[src/verilog/stage_seq_map.vh]
`ifndef STAGE_SEQ_MAP_VH
`define STAGE_SEQ_MAP_VH

// ----------------------------------------
// Run modes
// ----------------------------------------
`define MODE_OFF 2'h0
`define MODE_ONCE_STOP 2'h1
`define MODE_ONCE_HOLD 2'h2
`define MODE_CYCLE 2'h3

// ----------------------------------------
// Restart selections
// ----------------------------------------
`define RESTART_FIRST 2'h0
`define RESTART_STAGE 2'h1
`define RESTART_FREQ 2'h2

// ----------------------------------------
// Stage reference sources
// ----------------------------------------
`define SRC_MS_FREQ 2'h0
`define SRC_MAIN 2'h1
`define SRC_MS_CL 2'h2
`define SRC_CL_CHAN 2'h3

// ----------------------------------------
// Stage counts and timing
// ----------------------------------------
`define NUM_STAGES 15
`define FIRST_STAGE 4'h1
`define LAST_STAGE 4'hF
`define CLK_HZ 125000000
`define SECS_PER_MIN 60
// Last tenth-second tick within one tenth of a minute
`define SUB_LAST 6'h3B
`define TENTHS_PER_SEC 10

`endif

[src/verilog/tick_gen.v]
`timescale 1ns/10ps
// Produces a one-cycle tick every DIV clock cycles while enabled
module tick_gen #(
	parameter DIV = 12500000,
	parameter W = 24
) (
	// Clock and reset
	input wire clk,
	input wire srst,
	// Control
	input wire en,
	output reg tick
);

	reg [W-1:0] cnt_reg; // Cycle counter

	// ----------------------------------------
	// Divider
	// ----------------------------------------
	// Count while enabled, hold position when paused
	always @(posedge clk)
	begin
		if (srst)
		begin
			cnt_reg <= {W{1'b0}};
			tick <= 1'b0;
		end
		else if (en)
		begin
			if (cnt_reg == DIV - 1)
			begin
				cnt_reg <= {W{1'b0}};
				tick <= 1'b1;
			end
			else
			begin
				cnt_reg <= cnt_reg + 1'b1;
				tick <= 1'b0;
			end
		end
		else
			tick <= 1'b0;
	end

endmodule // tick_gen

[src/verilog/ref_mux.v]
`timescale 1ns/10ps
`include "stage_seq_map.vh"
// Selects the stage target from the stage setting digit
module ref_mux #(
	parameter FW = 16
) (
	input wire [1:0] src,
	input wire [FW-1:0] ms_freq,
	input wire [FW-1:0] main_ref,
	input wire [FW-1:0] ms_cl,
	input wire [FW-1:0] cl_chan,
	output reg [FW-1:0] target,
	output reg closed_loop
);

	// ----------------------------------------
	// Source decode
	// ----------------------------------------
	// Digits 0/1 are frequency targets, 2/3 closed-loop targets
	always @*
	begin
		case (src)
			`SRC_MS_FREQ: target = ms_freq;
			`SRC_MAIN: target = main_ref;
			`SRC_MS_CL: target = ms_cl;
			`SRC_CL_CHAN: target = cl_chan;
			default: target = ms_freq;
		endcase
		closed_loop = src[1];
	end

endmodule // ref_mux

[src/verilog/stage_seq.v]
`timescale 1ns/10ps
`include "stage_seq_map.vh"
// Simple stage sequencer: steps through fifteen timed stages
module stage_seq #(
	parameter FW = 16,
	parameter TW = 16,
	parameter TICK_DIV = 12500000
) (
	// Clock and reset
	input wire CLK,
	input wire SRST,
	// Configuration digits
	input wire [1:0] RUN_MODE,
	input wire [1:0] RESTART_SEL,
	input wire RETAIN_SEL,
	input wire TIME_UNIT,
	// Per-stage settings, stage i at slice i-1
	input wire [2*`NUM_STAGES-1:0] STAGE_SRC,
	input wire [TW*`NUM_STAGES-1:0] STAGE_TIME,
	input wire [FW*`NUM_STAGES-1:0] MS_FREQ,
	input wire [FW*`NUM_STAGES-1:0] MS_CL,
	// Reference inputs
	input wire [FW-1:0] MAIN_REF,
	input wire [FW-1:0] CL_CHAN_REF,
	input wire [FW-1:0] RUN_FREQ,
	// Commands and terminals
	input wire RUN_CMD,
	input wire STOP_CMD,
	input wire FAULT,
	input wire POWER_LOSS,
	input wire [3:0] CL_SEL,
	// Status and outputs
	output reg ACTIVE,
	output reg RUNNING,
	output reg [3:0] STAGE,
	output reg [FW-1:0] TARGET,
	output reg TARGET_CL,
	output reg RESTORE_FREQ_VALID,
	output reg [FW-1:0] RESTORE_FREQ,
	output reg [FW-1:0] CL_SEL_REF,
	output reg CL_SEL_VALID,
	output reg PASS_DONE
);

	// ----------------------------------------
	// States
	// ----------------------------------------
	localparam ST_IDLE = 2'h0;
	localparam ST_RUN = 2'h1;
	localparam ST_HOLD = 2'h2;
	localparam ST_PAUSE = 2'h3;
	localparam TICK_W = 24; // Divider width, holds the full 0.1 s count

	// Pin synchronisers: first stage feeds only the second
	reg [4:0] sync1_reg; // Run, stop, fault, power loss, unit
	reg [4:0] sync2_reg;
	reg run_d_reg; // Previous run level for edge detect
	wire run_s = sync2_reg[0];
	wire stop_s = sync2_reg[1];
	wire fault_s = sync2_reg[2];
	wire pwr_s = sync2_reg[3];
	wire unit_s = sync2_reg[4];
	wire run_rise = run_s & ~run_d_reg;
	reg [3:0] cl_sync1_reg; // Selection terminals, first stage
	reg [3:0] cl_sync2_reg; // Selection terminals, second stage
	wire [3:0] cl_sel_s = cl_sync2_reg; // Terminal code in the clock domain

	reg [1:0] state_reg; // Sequencer state
	reg [3:0] stage_reg; // Current stage 1..15
	reg [TW-1:0] elapsed_reg; // Elapsed stage time in tenths
	reg [5:0] sub_reg; // Tenth-second ticks toward one tenth of a minute
	reg [FW-1:0] saved_freq_reg; // Frequency at interruption
	reg saved_valid_reg; // Saved frequency meaningful
	reg resume_freq_reg; // Restore frequency on this restart

	wire tenth_tick;
	wire [FW-1:0] sel_ms_freq;
	wire [FW-1:0] sel_ms_cl;
	wire [1:0] sel_src;
	wire [TW-1:0] sel_time;
	wire [FW-1:0] mux_target;
	wire mux_cl;

	// Stage-indexed slice pick, used for the MS_FREQ and MS_CL tables
	function [FW-1:0] pick_f;
		input [FW*`NUM_STAGES-1:0] tab;
		input [3:0] idx;
		begin
			pick_f = tab[(idx - 4'h1)*FW +: FW];
		end
	endfunction

	assign sel_ms_freq = pick_f(MS_FREQ, stage_reg);
	assign sel_ms_cl = pick_f(MS_CL, stage_reg);
	assign sel_src = STAGE_SRC[(stage_reg - 4'h1)*2 +: 2];
	assign sel_time = STAGE_TIME[(stage_reg - 4'h1)*TW +: TW];

	// ----------------------------------------
	// Sub-blocks
	// ----------------------------------------
	// Tenth-of-second base tick, paused outside a running stage
	tick_gen #(
		.DIV(TICK_DIV),
		.W(TICK_W)
	) u_tick (
		.clk(CLK),
		.srst(SRST),
		.en(state_reg == ST_RUN),
		.tick(tenth_tick)
	);

	// Stage reference source select
	ref_mux #(
		.FW(FW)
	) u_mux (
		.src(sel_src),
		.ms_freq(sel_ms_freq),
		.main_ref(MAIN_REF),
		.ms_cl(sel_ms_cl),
		.cl_chan(CL_CHAN_REF),
		.target(mux_target),
		.closed_loop(mux_cl)
	);

	// ----------------------------------------
	// Input synchronisers
	// ----------------------------------------
	always @(posedge CLK)
	begin
		if (SRST)
		begin
			sync1_reg <= 5'h00;
			sync2_reg <= 5'h00;
			run_d_reg <= 1'b0;
			cl_sync1_reg <= 4'h0;
			cl_sync2_reg <= 4'h0;
		end
		else
		begin
			sync1_reg <= {TIME_UNIT, POWER_LOSS, FAULT, STOP_CMD, RUN_CMD};
			sync2_reg <= sync1_reg;
			cl_sync1_reg <= CL_SEL;
			cl_sync2_reg <= cl_sync1_reg;
			run_d_reg <= run_s;
		end
	end

	// Unit tick: tenths in seconds mode, tenth-of-minute boundary in minutes mode
	reg unit_tick;
	wire sec_tick = tenth_tick;
	always @*
	begin
		if (unit_s)
			unit_tick = sec_tick && (sub_reg == `SUB_LAST);
		else
			unit_tick = sec_tick;
	end

	wire stage_expire = (elapsed_reg >= sel_time);
	wire last_stage = (stage_reg == `LAST_STAGE);
	wire halt = stop_s | fault_s | pwr_s;

	// ----------------------------------------
	// Sequencer
	// ----------------------------------------
	always @(posedge CLK)
	begin
		if (SRST)
		begin
			state_reg <= ST_IDLE;
			stage_reg <= `FIRST_STAGE;
			elapsed_reg <= {TW{1'b0}};
			sub_reg <= 6'h00;
			saved_freq_reg <= {FW{1'b0}};
			saved_valid_reg <= 1'b0;
			resume_freq_reg <= 1'b0;
			PASS_DONE <= 1'b0;
		end
		else
		begin
			PASS_DONE <= 1'b0;
			if (RUN_MODE == `MODE_OFF)
			begin
				state_reg <= ST_IDLE;
				stage_reg <= `FIRST_STAGE;
				elapsed_reg <= {TW{1'b0}};
				sub_reg <= 6'h00;
			end
			else
			begin
				case (state_reg)
					ST_IDLE:
					begin
						if (run_rise && !halt)
						begin
							state_reg <= ST_RUN;
							stage_reg <= `FIRST_STAGE;
							elapsed_reg <= {TW{1'b0}};
							sub_reg <= 6'h00;
						end
					end
					ST_RUN:
					begin
						if (halt)
						begin
							state_reg <= ST_PAUSE;
							// Power loss without retention or restart 0 forgets
							if ((pwr_s && !RETAIN_SEL) || RESTART_SEL == `RESTART_FIRST)
							begin
								stage_reg <= `FIRST_STAGE;
								elapsed_reg <= {TW{1'b0}};
								sub_reg <= 6'h00;
								saved_valid_reg <= 1'b0;
							end
							else
							begin
								// Keep stage and elapsed time
								saved_freq_reg <= RUN_FREQ;
								saved_valid_reg <= (RESTART_SEL == `RESTART_FREQ);
							end
						end
						else if (stage_expire)
						begin
							elapsed_reg <= {TW{1'b0}};
							sub_reg <= 6'h00;
							if (last_stage)
							begin
								PASS_DONE <= 1'b1;
								case (RUN_MODE)
									`MODE_ONCE_STOP: state_reg <= ST_IDLE;
									`MODE_ONCE_HOLD: state_reg <= ST_HOLD;
									default: stage_reg <= `FIRST_STAGE;
								endcase
								if (RUN_MODE == `MODE_ONCE_STOP)
									stage_reg <= `FIRST_STAGE;
							end
							else
								stage_reg <= stage_reg + 4'h1;
						end
						else if (unit_tick)
						begin
							elapsed_reg <= elapsed_reg + 1'b1;
							sub_reg <= 6'h00;
						end
						else if (sec_tick && unit_s)
							sub_reg <= sub_reg + 6'h01;
						resume_freq_reg <= 1'b0;
					end
					ST_HOLD:
					begin
						// Hold last stage reference until a stop, fault or power loss
						if (halt)
						begin
							state_reg <= ST_IDLE;
							stage_reg <= `FIRST_STAGE;
						end
					end
					ST_PAUSE:
					begin
						// Power loss still present without retention discards state
						if (pwr_s && !RETAIN_SEL)
						begin
							stage_reg <= `FIRST_STAGE;
							elapsed_reg <= {TW{1'b0}};
							saved_valid_reg <= 1'b0;
						end
						else if (run_rise && !halt)
						begin
							state_reg <= ST_RUN;
							resume_freq_reg <= saved_valid_reg;
						end
					end
					default: state_reg <= ST_IDLE;
				endcase
			end
		end
	end

	// ----------------------------------------
	// Registered outputs
	// ----------------------------------------
	// Closed-loop reference picked by terminals, zero code means none
	always @(posedge CLK)
	begin
		if (SRST)
		begin
			ACTIVE <= 1'b0;
			RUNNING <= 1'b0;
			STAGE <= `FIRST_STAGE;
			TARGET <= {FW{1'b0}};
			TARGET_CL <= 1'b0;
			RESTORE_FREQ_VALID <= 1'b0;
			RESTORE_FREQ <= {FW{1'b0}};
			CL_SEL_REF <= {FW{1'b0}};
			CL_SEL_VALID <= 1'b0;
		end
		else
		begin
			ACTIVE <= (RUN_MODE != `MODE_OFF) && (state_reg != ST_IDLE);
			RUNNING <= (state_reg == ST_RUN) || (state_reg == ST_HOLD);
			STAGE <= stage_reg;
			TARGET <= mux_target;
			TARGET_CL <= mux_cl;
			RESTORE_FREQ_VALID <= resume_freq_reg && (state_reg == ST_RUN);
			RESTORE_FREQ <= saved_freq_reg;
			CL_SEL_VALID <= (cl_sel_s != 4'h0);
			CL_SEL_REF <= (cl_sel_s != 4'h0) ? pick_f(MS_CL, cl_sel_s) : {FW{1'b0}};
		end
	end

endmodule // stage_seq

[config.mk]
export PLATFORM = sky130hd
export DESIGN_NAME = stage_seq
export DESIGN_NICKNAME = d
export VERILOG_FILES = /design/src/verilog/tick_gen.v /design/src/verilog/ref_mux.v /design/src/verilog/stage_seq.v
export VERILOG_INCLUDE_DIRS = /design/src /design/src/verilog
export SDC_FILE = /design/constraint.sdc
export NUM_CORES = 1
export LEC_CHECK = 0
export BUFFER_PORTS_ARGS = -buffer_cell sky130_fd_sc_hd__clkbuf_2
export CAP_MARGIN = 20
export CORE_AREA = 3 3 335 337
export DETAILED_ROUTE_END_ITERATION = 12
export DIE_AREA = 0 0 338 340
export PLACE_DENSITY = 0.37
export SKIP_LAST_GASP = 1
export SYNTH_ARGS = -nofsm -noshare
export SYNTH_HDL_FRONTEND = slang
export SYNTH_SLANG_ARGS = --single-unit
[constraint.sdc]
create_clock -name CLK -period 8.6 [get_ports CLK]
set_input_delay 0 -clock CLK [delete_from_list [all_inputs] [get_ports CLK]]
set_output_delay 0 -clock CLK [all_outputs]
set_load 0.02 [all_outputs]
==> metrics, run 1 <==
status=completed; unrepaired setup endpoints after global routing=false; initial antenna violation count=a little over 70; final hold vios=0; slew margin rel.=16.0%; CTS sink count=148; VDD IR max=120 uV; Placer Congestion=between 0.9 and 1; post-CTS setup buffer count=0; CP dominant cell by count=mux4_2; post-DR vias/cell=about 4.6; # rows=~120; hold path startpoint=MS_FREQ[196]; routed via count=around 19000; count of different cell masters after synthesis=75; wire per inst=30.3 um; Data required, critical path=8.99 ns; worst hold path class=primary input to flop; R2R Path End=TARGET[10]$_SDFF_PP0_; Top Ports=872; Root Driver=clkbuf_16; Post-synth EDFFs=0; crit path cell chain=clkinv_1 > ha_4 > buf_4 > mux4_2 > o21ai_0 > nand3_1 > a22oi_4 > buf_12 > mux4_2 > a2111oi_0 > a311oi_1 > a31oi_1 > dlygate4sd3_1 > o31ai_1; Worst path max stage delay=0.70 ns; Mapped Cells=1854; DP Area=0.0205 mm^2; first-pass GRT wire length=167 mm; Setup Skew=0.0350 ns; Starting Density=13.4%; cts repair resizes=0; Routed WL=127 mm; Synth-to-Final Area Change=49.2%; R2R cell count=14; area leader, netlist=dfxtp_1; die area=between 0.1 and 0.15 mm^2; final slew viol count=0; Port Buffers=871; PwrDens=110 mW/mm^2; die width=338 um; htree depth=4; flops & latches, synth=148; Max Freq=0.162 GHz; Pleak=9.57 nW; drt first pass iters=7; FF-to-FF setup slack=2.43 ns; clk_lat worst skew=0.51 ns; number of flip-flops in the largest register=24; total of max-cap violations=0; post-synthesis cell area=0.0146 mm^2; met3 wire length=14.0 mm; CTS clk-pin slew, worst paths=0.11 ns; NumNets Final=3521; vias in the first global route=slightly below 20000; sequential area share after synthesis=20.3%; share of layout cells above drive strength 1=39.8%; remaining antenna violation count after routing=0; Critical Path AT=around 6.6 ns; Seq. cell area=0.00297 mm^2; die outline height=340 um; uppermost layer routed=met5; area share of the largest cell type after synthesis=between 20 and 25%; final count of negative-setup-slack endpoints=0; Sum Neg Setup Slack=0 ns; GRT overflow=0; largest net degree at the start of global routing=104; Multi-input gate area=0.0109 mm^2; Yosys Warn Count=0; Core Region=0.109 mm^2; most common cell after layout, fill and taps aside=clkbuf_2; fin crit share=71.7%; CTS tree=yes; clock tree buffer depth=2; Worst Tran Pin Value=1.24 ns; top_reg_cell synth=dfxtp_1; synthesized net count=2695; Global Route Usage Sum=21.2%; Setup Crit Path Kind=flop to flop; top post-synthesis cells by area=dfxtp_1, mux4_2, mux2i_1, nand2_1, a21oi_1; First DRT Iteration DRCs=1488; Num CTS Buffers=17; syn avg cell area=7.87 um^2; M1 wire length=55.3 mm; fillers=around 13000; ys async rst share=0%; hold-critical path depth=5; crit path time final=6.17 ns; commonest cells after routing, fill and taps aside=clkbuf_2, nand2_1, dfxtp_1; Worst setup EP type=flop; Critical Path Fanout Max=103; DPL Wire Length=105 mm; Startpoint Class=flop; final instance area=0.0218 mm^2; WHS Endpoint=TARGET[4]$_SDFF_PP0_; DRC viols=0; DR WL met2=55.4 mm; Critical R2R Launch=stage_reg[0]$_SDFFE_PP1P_; Slowest cell on crit path=a2111oi_0
## layer usage
metal | track usage [%] | vias up
li1 | - | 8709
met5 | 0 | -
met1 | 27.9 | 9365
met2 | 32.3 | 918
met4 | 4.79 | 42
met3 | 8.62 | 138
## critical path: cells and delay by family (launching register included)
| family | cells | cell delay [ns] |
|---|---|---|
| fa+ha+maj | 1 | 0.57 |
| simple gates | 1 | 0.58 |
| flops | 1 | 0.52 |
| buf+inv | 4 | 1.71 |
| compound gates | 6 | 1.57 |
| mux | 2 | 0.98 |
## final cells by class
type,count,area share (%)
Clock inverter,14,0.713
Clock buffer,18,2.02
Antenna cell,30,0.345
Multi-Input combinational cell,1524,50.1
Timing Repair Buffer,975,24.4
Sequential cell,148,13.6
Tap cell,1476,8.48
Inverter,14,0.241
## where the power goes
part	leakage (nW)	internal, W	switching, W
Combinational	8.07	0.000353	0.000468
Clock	0.292	0.000422	0.000432
Sequential	1.20	0.000703	0.0000149
Total	9.57	0.00148	0.000914
## synth_stat cells, types with 9 or more instances
master,instances
o22a_1,17
ha_1,27
nand4_1,43
inv_1,13
clkbuf_1,93
a31oi_1,43
nor2b_1,47
dfxtp_1,148
buf_6,13
a221oi_1,19
buf_2,24
o21ai_0,101
o22ai_1,27
nor3_1,26
xnor2_1,16
mux2i_1,137
nand2_1,345
nand3_1,102
and2_1,17
o211ai_1,22
and3_1,47
buf_1,26
a32oi_1,17
mux4_2,88
a311oi_1,33
buf_4,9
a21oi_1,115
or3_1,14
a2111oi_0,9
xor2_1,19
nor2_1,89
## how the worst max path moves through the flow
stage,startpoint,endpoint,depth (start not counted)
2_1_floorplan,stage_reg[0]$_SDFFE_PP1P_,elapsed_reg[2]$_SDFFE_PP0P_,24
3_3_place_gp,stage_reg[0]$_SDFFE_PP1P_,sub_reg[0]$_SDFFE_PP0P_,18
3_5_place_dp,stage_reg[0]$_SDFFE_PP1P_,TARGET[9]$_SDFF_PP0_,14
4_1_cts,stage_reg[0]$_SDFFE_PP1P_,TARGET[10]$_SDFF_PP0_,14
5_1_grt,stage_reg[0]$_SDFFE_PP1P_,TARGET[10]$_SDFF_PP0_,14
6_report,stage_reg[0]$_SDFFE_PP1P_,TARGET[10]$_SDFF_PP0_,14
## repair_timing
| item | 4_1_cts | 5_1_grt |
|---|---|---|
| hold endpoints to repair | 45 | 0 |
| hold buffers | 57 | 0 |
| setup endpoints to repair | 0 | 0 |
## metrics by stage
step	std cells	setup slack [ns]	util, %	hold WS [ns]	power [W]
2_1_floorplan	1854	3.03	-	0.0884	0.00109
3_3_place_gp	4078	2.64	18.8	0.220	0.00154
3_5_place_dp	4080	2.78	18.8	0.214	0.00153
4_1_cts	4169	2.51	19.9	0.00222	0.00244
5_1_grt	4181	2.19	19.9	0.0445	0.00251
6_report	4199	2.43	19.9	0.0480	0.00239
## cells by family after synthesis
kind of cell,count (synthesis),synth area share (%)
and+or+nand+nor,765,24.6
xor gates and xnor gates,35,2.10
AOI/OAI and AO/OA,467,21.1
adders and majority gates,27,2.32
buffers and inverters,182,6.05
DFF,148,20.3
muxes,230,23.6
(Power assumes the default switching activity.)
==> run 2, diff against run 1 <==
ABC_AREA = 1   (was unset)
CORE_AREA = 3 3 338 340   (was 3 3 335 337)
DIE_AREA = 0 0 341 343   (was 0 0 338 340)
PLACE_DENSITY = 0.38   (was 0.37)
clock period = 5.8 ns   (was 8.6 ns; I/O delays follow)
==> run 2 against run 1 <==
Compared with the run above:
- via count up 23%
- clock power is 49% higher
- total power rose to 6.7 times the previous value
- critical path depth up 9
- clock skew fell by 0.014 ns
- sequential share of layout area shrank 0.81 points
- first-iteration DRC count rose by 18%
- largest cell class unchanged
- highest routed layer unchanged
==> metrics, run 2 <==
status=completed; switch share=65.2% (+27 points); CTS clk-pin slew, worst paths=0.08 ns (-0.03 ns); remaining antenna violation count after routing=0 (unchanged); Comb power frac=84.5% (+50 points); Setup Skew=0.0211 ns (-0.0139 ns); htree depth=4 (unchanged); cts repair resizes=0 (unchanged); Mapped Cells=2974 (+60%); final hold vios=0 (unchanged); post-synthesis simple-gate area fraction=38.8% (+14 points); worst hold path class=primary input to flop; unrepaired setup endpoints after global routing=false; Core Region=0.112 mm^2 (+2.5%); Global Route Usage Sum=20.4% (-0.81 points); die width=341 um (+0.89%); GRT overflow=0 (unchanged); Clock power frac=7.9% (-28 points); clk_lat worst skew=0.48 ns (-0.03 ns); area leader, netlist=nand2_1; VDD IR max=882 uV (+640%); slew margin rel.=29.2% (+13 points); top_reg_cell synth=dfxtp_1; Pint=0.00560 W (+280%); Placer Congestion=0.925 (+2.4%); Synth Area in XOR/XNOR=0.821% (-1.3 points); Slowest cell on crit path=buf_4; commonest cells after routing, fill and taps aside=clkbuf_2, nand2_1, inv_1; final slew viol count=0 (unchanged); routed via count=23600 (+23%); hold path startpoint=CL_CHAN_REF[9]; Yosys Warn Count=0 (unchanged); drt first pass iters=5 (-2); count of different cell masters after synthesis=42 (-44%); Pleak=11.8 nW (+23%); post-DR vias/cell=4.46 (-2.3%); crit path cell chain=inv_2 > ha_1 > inv_2 > nor2_4 > buf_4 > a22oi_1 > o211ai_1 > nand3_1 > nand2_1 > nand2_1 > ha_1 > nand2_1 > nor2_1 > nand2_1 > o211ai_1 > nand2_1 > nand3_1 > nor2_1 > inv_1 > a21oi_1 > inv_1 > a31oi_1 > o21a_1; Routed WL=126 mm (-1.2%); fin crit share=85.2% (+13 points); most common cell after layout, fill and taps aside=clkbuf_2; fillers=13300 (+5.6%); FF-to-FF setup slack=0.86 ns (-1.57 ns); area share of the largest cell type after synthesis=19.5% (-0.76 points); Starting Density=14.3% (+0.93 points); R2R Path End=elapsed_reg[13]$_SDFFE_PP0P_; Cell Count, Final, Fillers Out=5282 (+26%); post-CTS setup buffer count=0 (unchanged); Root Driver=clkbuf_16; number of flip-flops in the largest register=24 (unchanged); CTS tree=yes; Port Buffers=871 (unchanged); Synth-to-Final Area Change=44.6%; DP Cell Count=5169 (+27%); Num CTS Buffers=17 (unchanged); total of max-cap violations=0 (unchanged); die outline height=343 um (+0.88%); DPL Wire Length=101 mm (-4.2%); syn avg cell area=5.38 um^2 (-32%); Max Freq=0.202 GHz (+25%); Worst path max stage delay=0.58 ns (-0.12 ns); Critical Path AT=5.35 ns (-1.21 ns); Setup Crit Path Kind=flop to flop; post-synthesis cell area=0.0160 mm^2 (+9.6%); Critical R2R Launch=stage_reg[0]$_SDFFE_PP1P_; first-pass GRT wire length=172 mm (+2.8%); CTS sink count=148 (unchanged); flops & latches, synth=148 (unchanged); initial antenna violation count=40 (-44%); DRC viols=0 (unchanged); NetSw=0.0105 W (+1000%); Sum Neg Setup Slack=0 ns (unchanged); # rows=123 (+1.7%); compound-gate portion of the synthesized area=25.1% (+4.0 points); final count of negative-setup-slack endpoints=0 (unchanged); Startpoint Class=flop; Worst setup EP type=flop; synthesized net count=3815 (+42%); CP dominant cell by count=nand2_1; WHS Endpoint=TARGET[9]$_SDFF_PP0_; ys async rst share=0% (unchanged); hold-critical path depth=5 (unchanged); Data required, critical path=6.21 ns (-2.78 ns); PwrDens=695 mW/mm^2 (+530%); mux share of post-synthesis cell area=0% (-24 points); Post-synth EDFFs=0 (unchanged); final worst-path setup slack=0.859 ns (-1.57 ns); count leader, synth=nand2_1; Top Ports=872 (unchanged); sequential area share after synthesis=18.5% (-1.8 points); Critical Path Fanout Max=31 (-70%); clock tree buffer depth=2 (unchanged); largest net degree at the start of global routing=173 (+66%); Setup WS pre-CTS=0.791 ns (-1.99 ns); Worst Tran Pin Value=1.06 ns (-0.189 ns); Commonest cells post-synth=nand2_1, inv_1, a21oi_1; top post-synthesis cells by area=nand2_1, dfxtp_1, a21oi_1, inv_1, nand3_1; wire per inst=23.8 um (-21%); largest family of logic cells by synthesized area=simple AND/OR/NAND/NOR gates; share of layout cells above drive strength 1=25.9% (-14 points); R2R cell count=23 (+9); vias in the first global route=23300 (+21%); Reg power frac=7.5% (-22 points); NumNets Final=4595 (+31%); First DRT Iteration DRCs=1759 (+18%); Synth Area in Adders=2.11% (-0.20 points); crit path time final=4.94 ns (-1.23 ns); die area=0.117 mm^2 (+1.8%)
run 2: worst max-delay path, delay by kind of cell, from the launching register on:
kind	cells	cell delay [ns]
and+or+nand+nor	10	1.33
AOI/OAI and AO/OA	6	1.33
adders and majority gates	2	0.64
buffers and inverters	5	1.12
DFF	1	0.40
run 2: how the worst max path moves through the flow:
| stage | end | slack (ns) | cells after the start | from |
|---|---|---|---|---|
| finish | elapsed_reg[13]$_SDFFE_PP0P_ | 0.86 | 23 | stage_reg[0]$_SDFFE_PP1P_ |
| global route | elapsed_reg[13]$_SDFFE_PP0P_ | 0.52 | 23 | stage_reg[0]$_SDFFE_PP1P_ |
| CTS | elapsed_reg[13]$_SDFFE_PP0P_ | 0.77 | 23 | stage_reg[0]$_SDFFE_PP1P_ |
| detailed placement | elapsed_reg[13]$_SDFFE_PP0P_ | 0.79 | 23 | stage_reg[0]$_SDFFE_PP1P_ |
| global placement | elapsed_reg[6]$_SDFFE_PP0P_ | 0.78 | 25 | stage_reg[0]$_SDFFE_PP1P_ |
| floorplan | elapsed_reg[14]$_SDFFE_PP0P_ | 1.19 | 27 | stage_reg[0]$_SDFFE_PP1P_ |
run 2: layout make-up:
class	instances	area (um^2)	area share [%]
antenna	15	37.5	0.162
clock buffer	18	439	1.90
clock inverter	14	191	0.828
inverter	375	1420	6.13
multi-input combinational	2232	10800	46.7
sequential	148	2970	12.8
tap	1500	1880	8.11
timing repair buffer	980	5390	23.3
run 2: routing by layer:
| metal | part of all wire [%] | track usage, % | vias up |
|---|---|---|---|
| met2 | 51 | 37.6 | 988 |
| met1 | 39 | 23.5 | 11000 |
| met5 | 0.11 | 0 | - |
| met4 | 2.8 | 5.90 | 22 |
| met3 | 7.1 | 4.52 | 162 |
| li1 | - | - | 11400 |
run 2: per-stage QoR:
stage	hold slack [ns]	cell area, um^2	power, W	utilization (%)
5_1_grt	0.0231	23100	0.0175	20.7
3_3_place_gp	0.202	21800	0.0147	19.5
2_1_floorplan	0.0810	16000	0.00968	-
4_1_cts	0.000833	23100	0.0163	20.6
3_5_place_dp	0.210	21800	0.0147	19.5
6_report	0.0306	23100	0.0161	20.7
run 2: kinds of logic after synthesis:
logic type / after synthesis
xor gates and xnor gates: 15
buffers and inverters: 594
and+or+nand+nor: 1482
AOI/OAI and AO/OA: 708
adders and majority gates: 27
DFF: 148
run 2: power groups by stage:
stage,clock network (W),registers (W),logic [W]
after floorplan,0,0.00128,0.00841
after global placement,0,0.00124,0.0135
after detailed placement,0,0.00124,0.0135
after CTS,0.00133,0.00122,0.0138
after global routing,0.00137,0.00122,0.0150
final,0.00127,0.00121,0.0136
run 2: what timing repair did:
action	CTS	global route
hold endpoints to repair	48	0
setup endpoints to repair	0	0
hold buffers	65	0
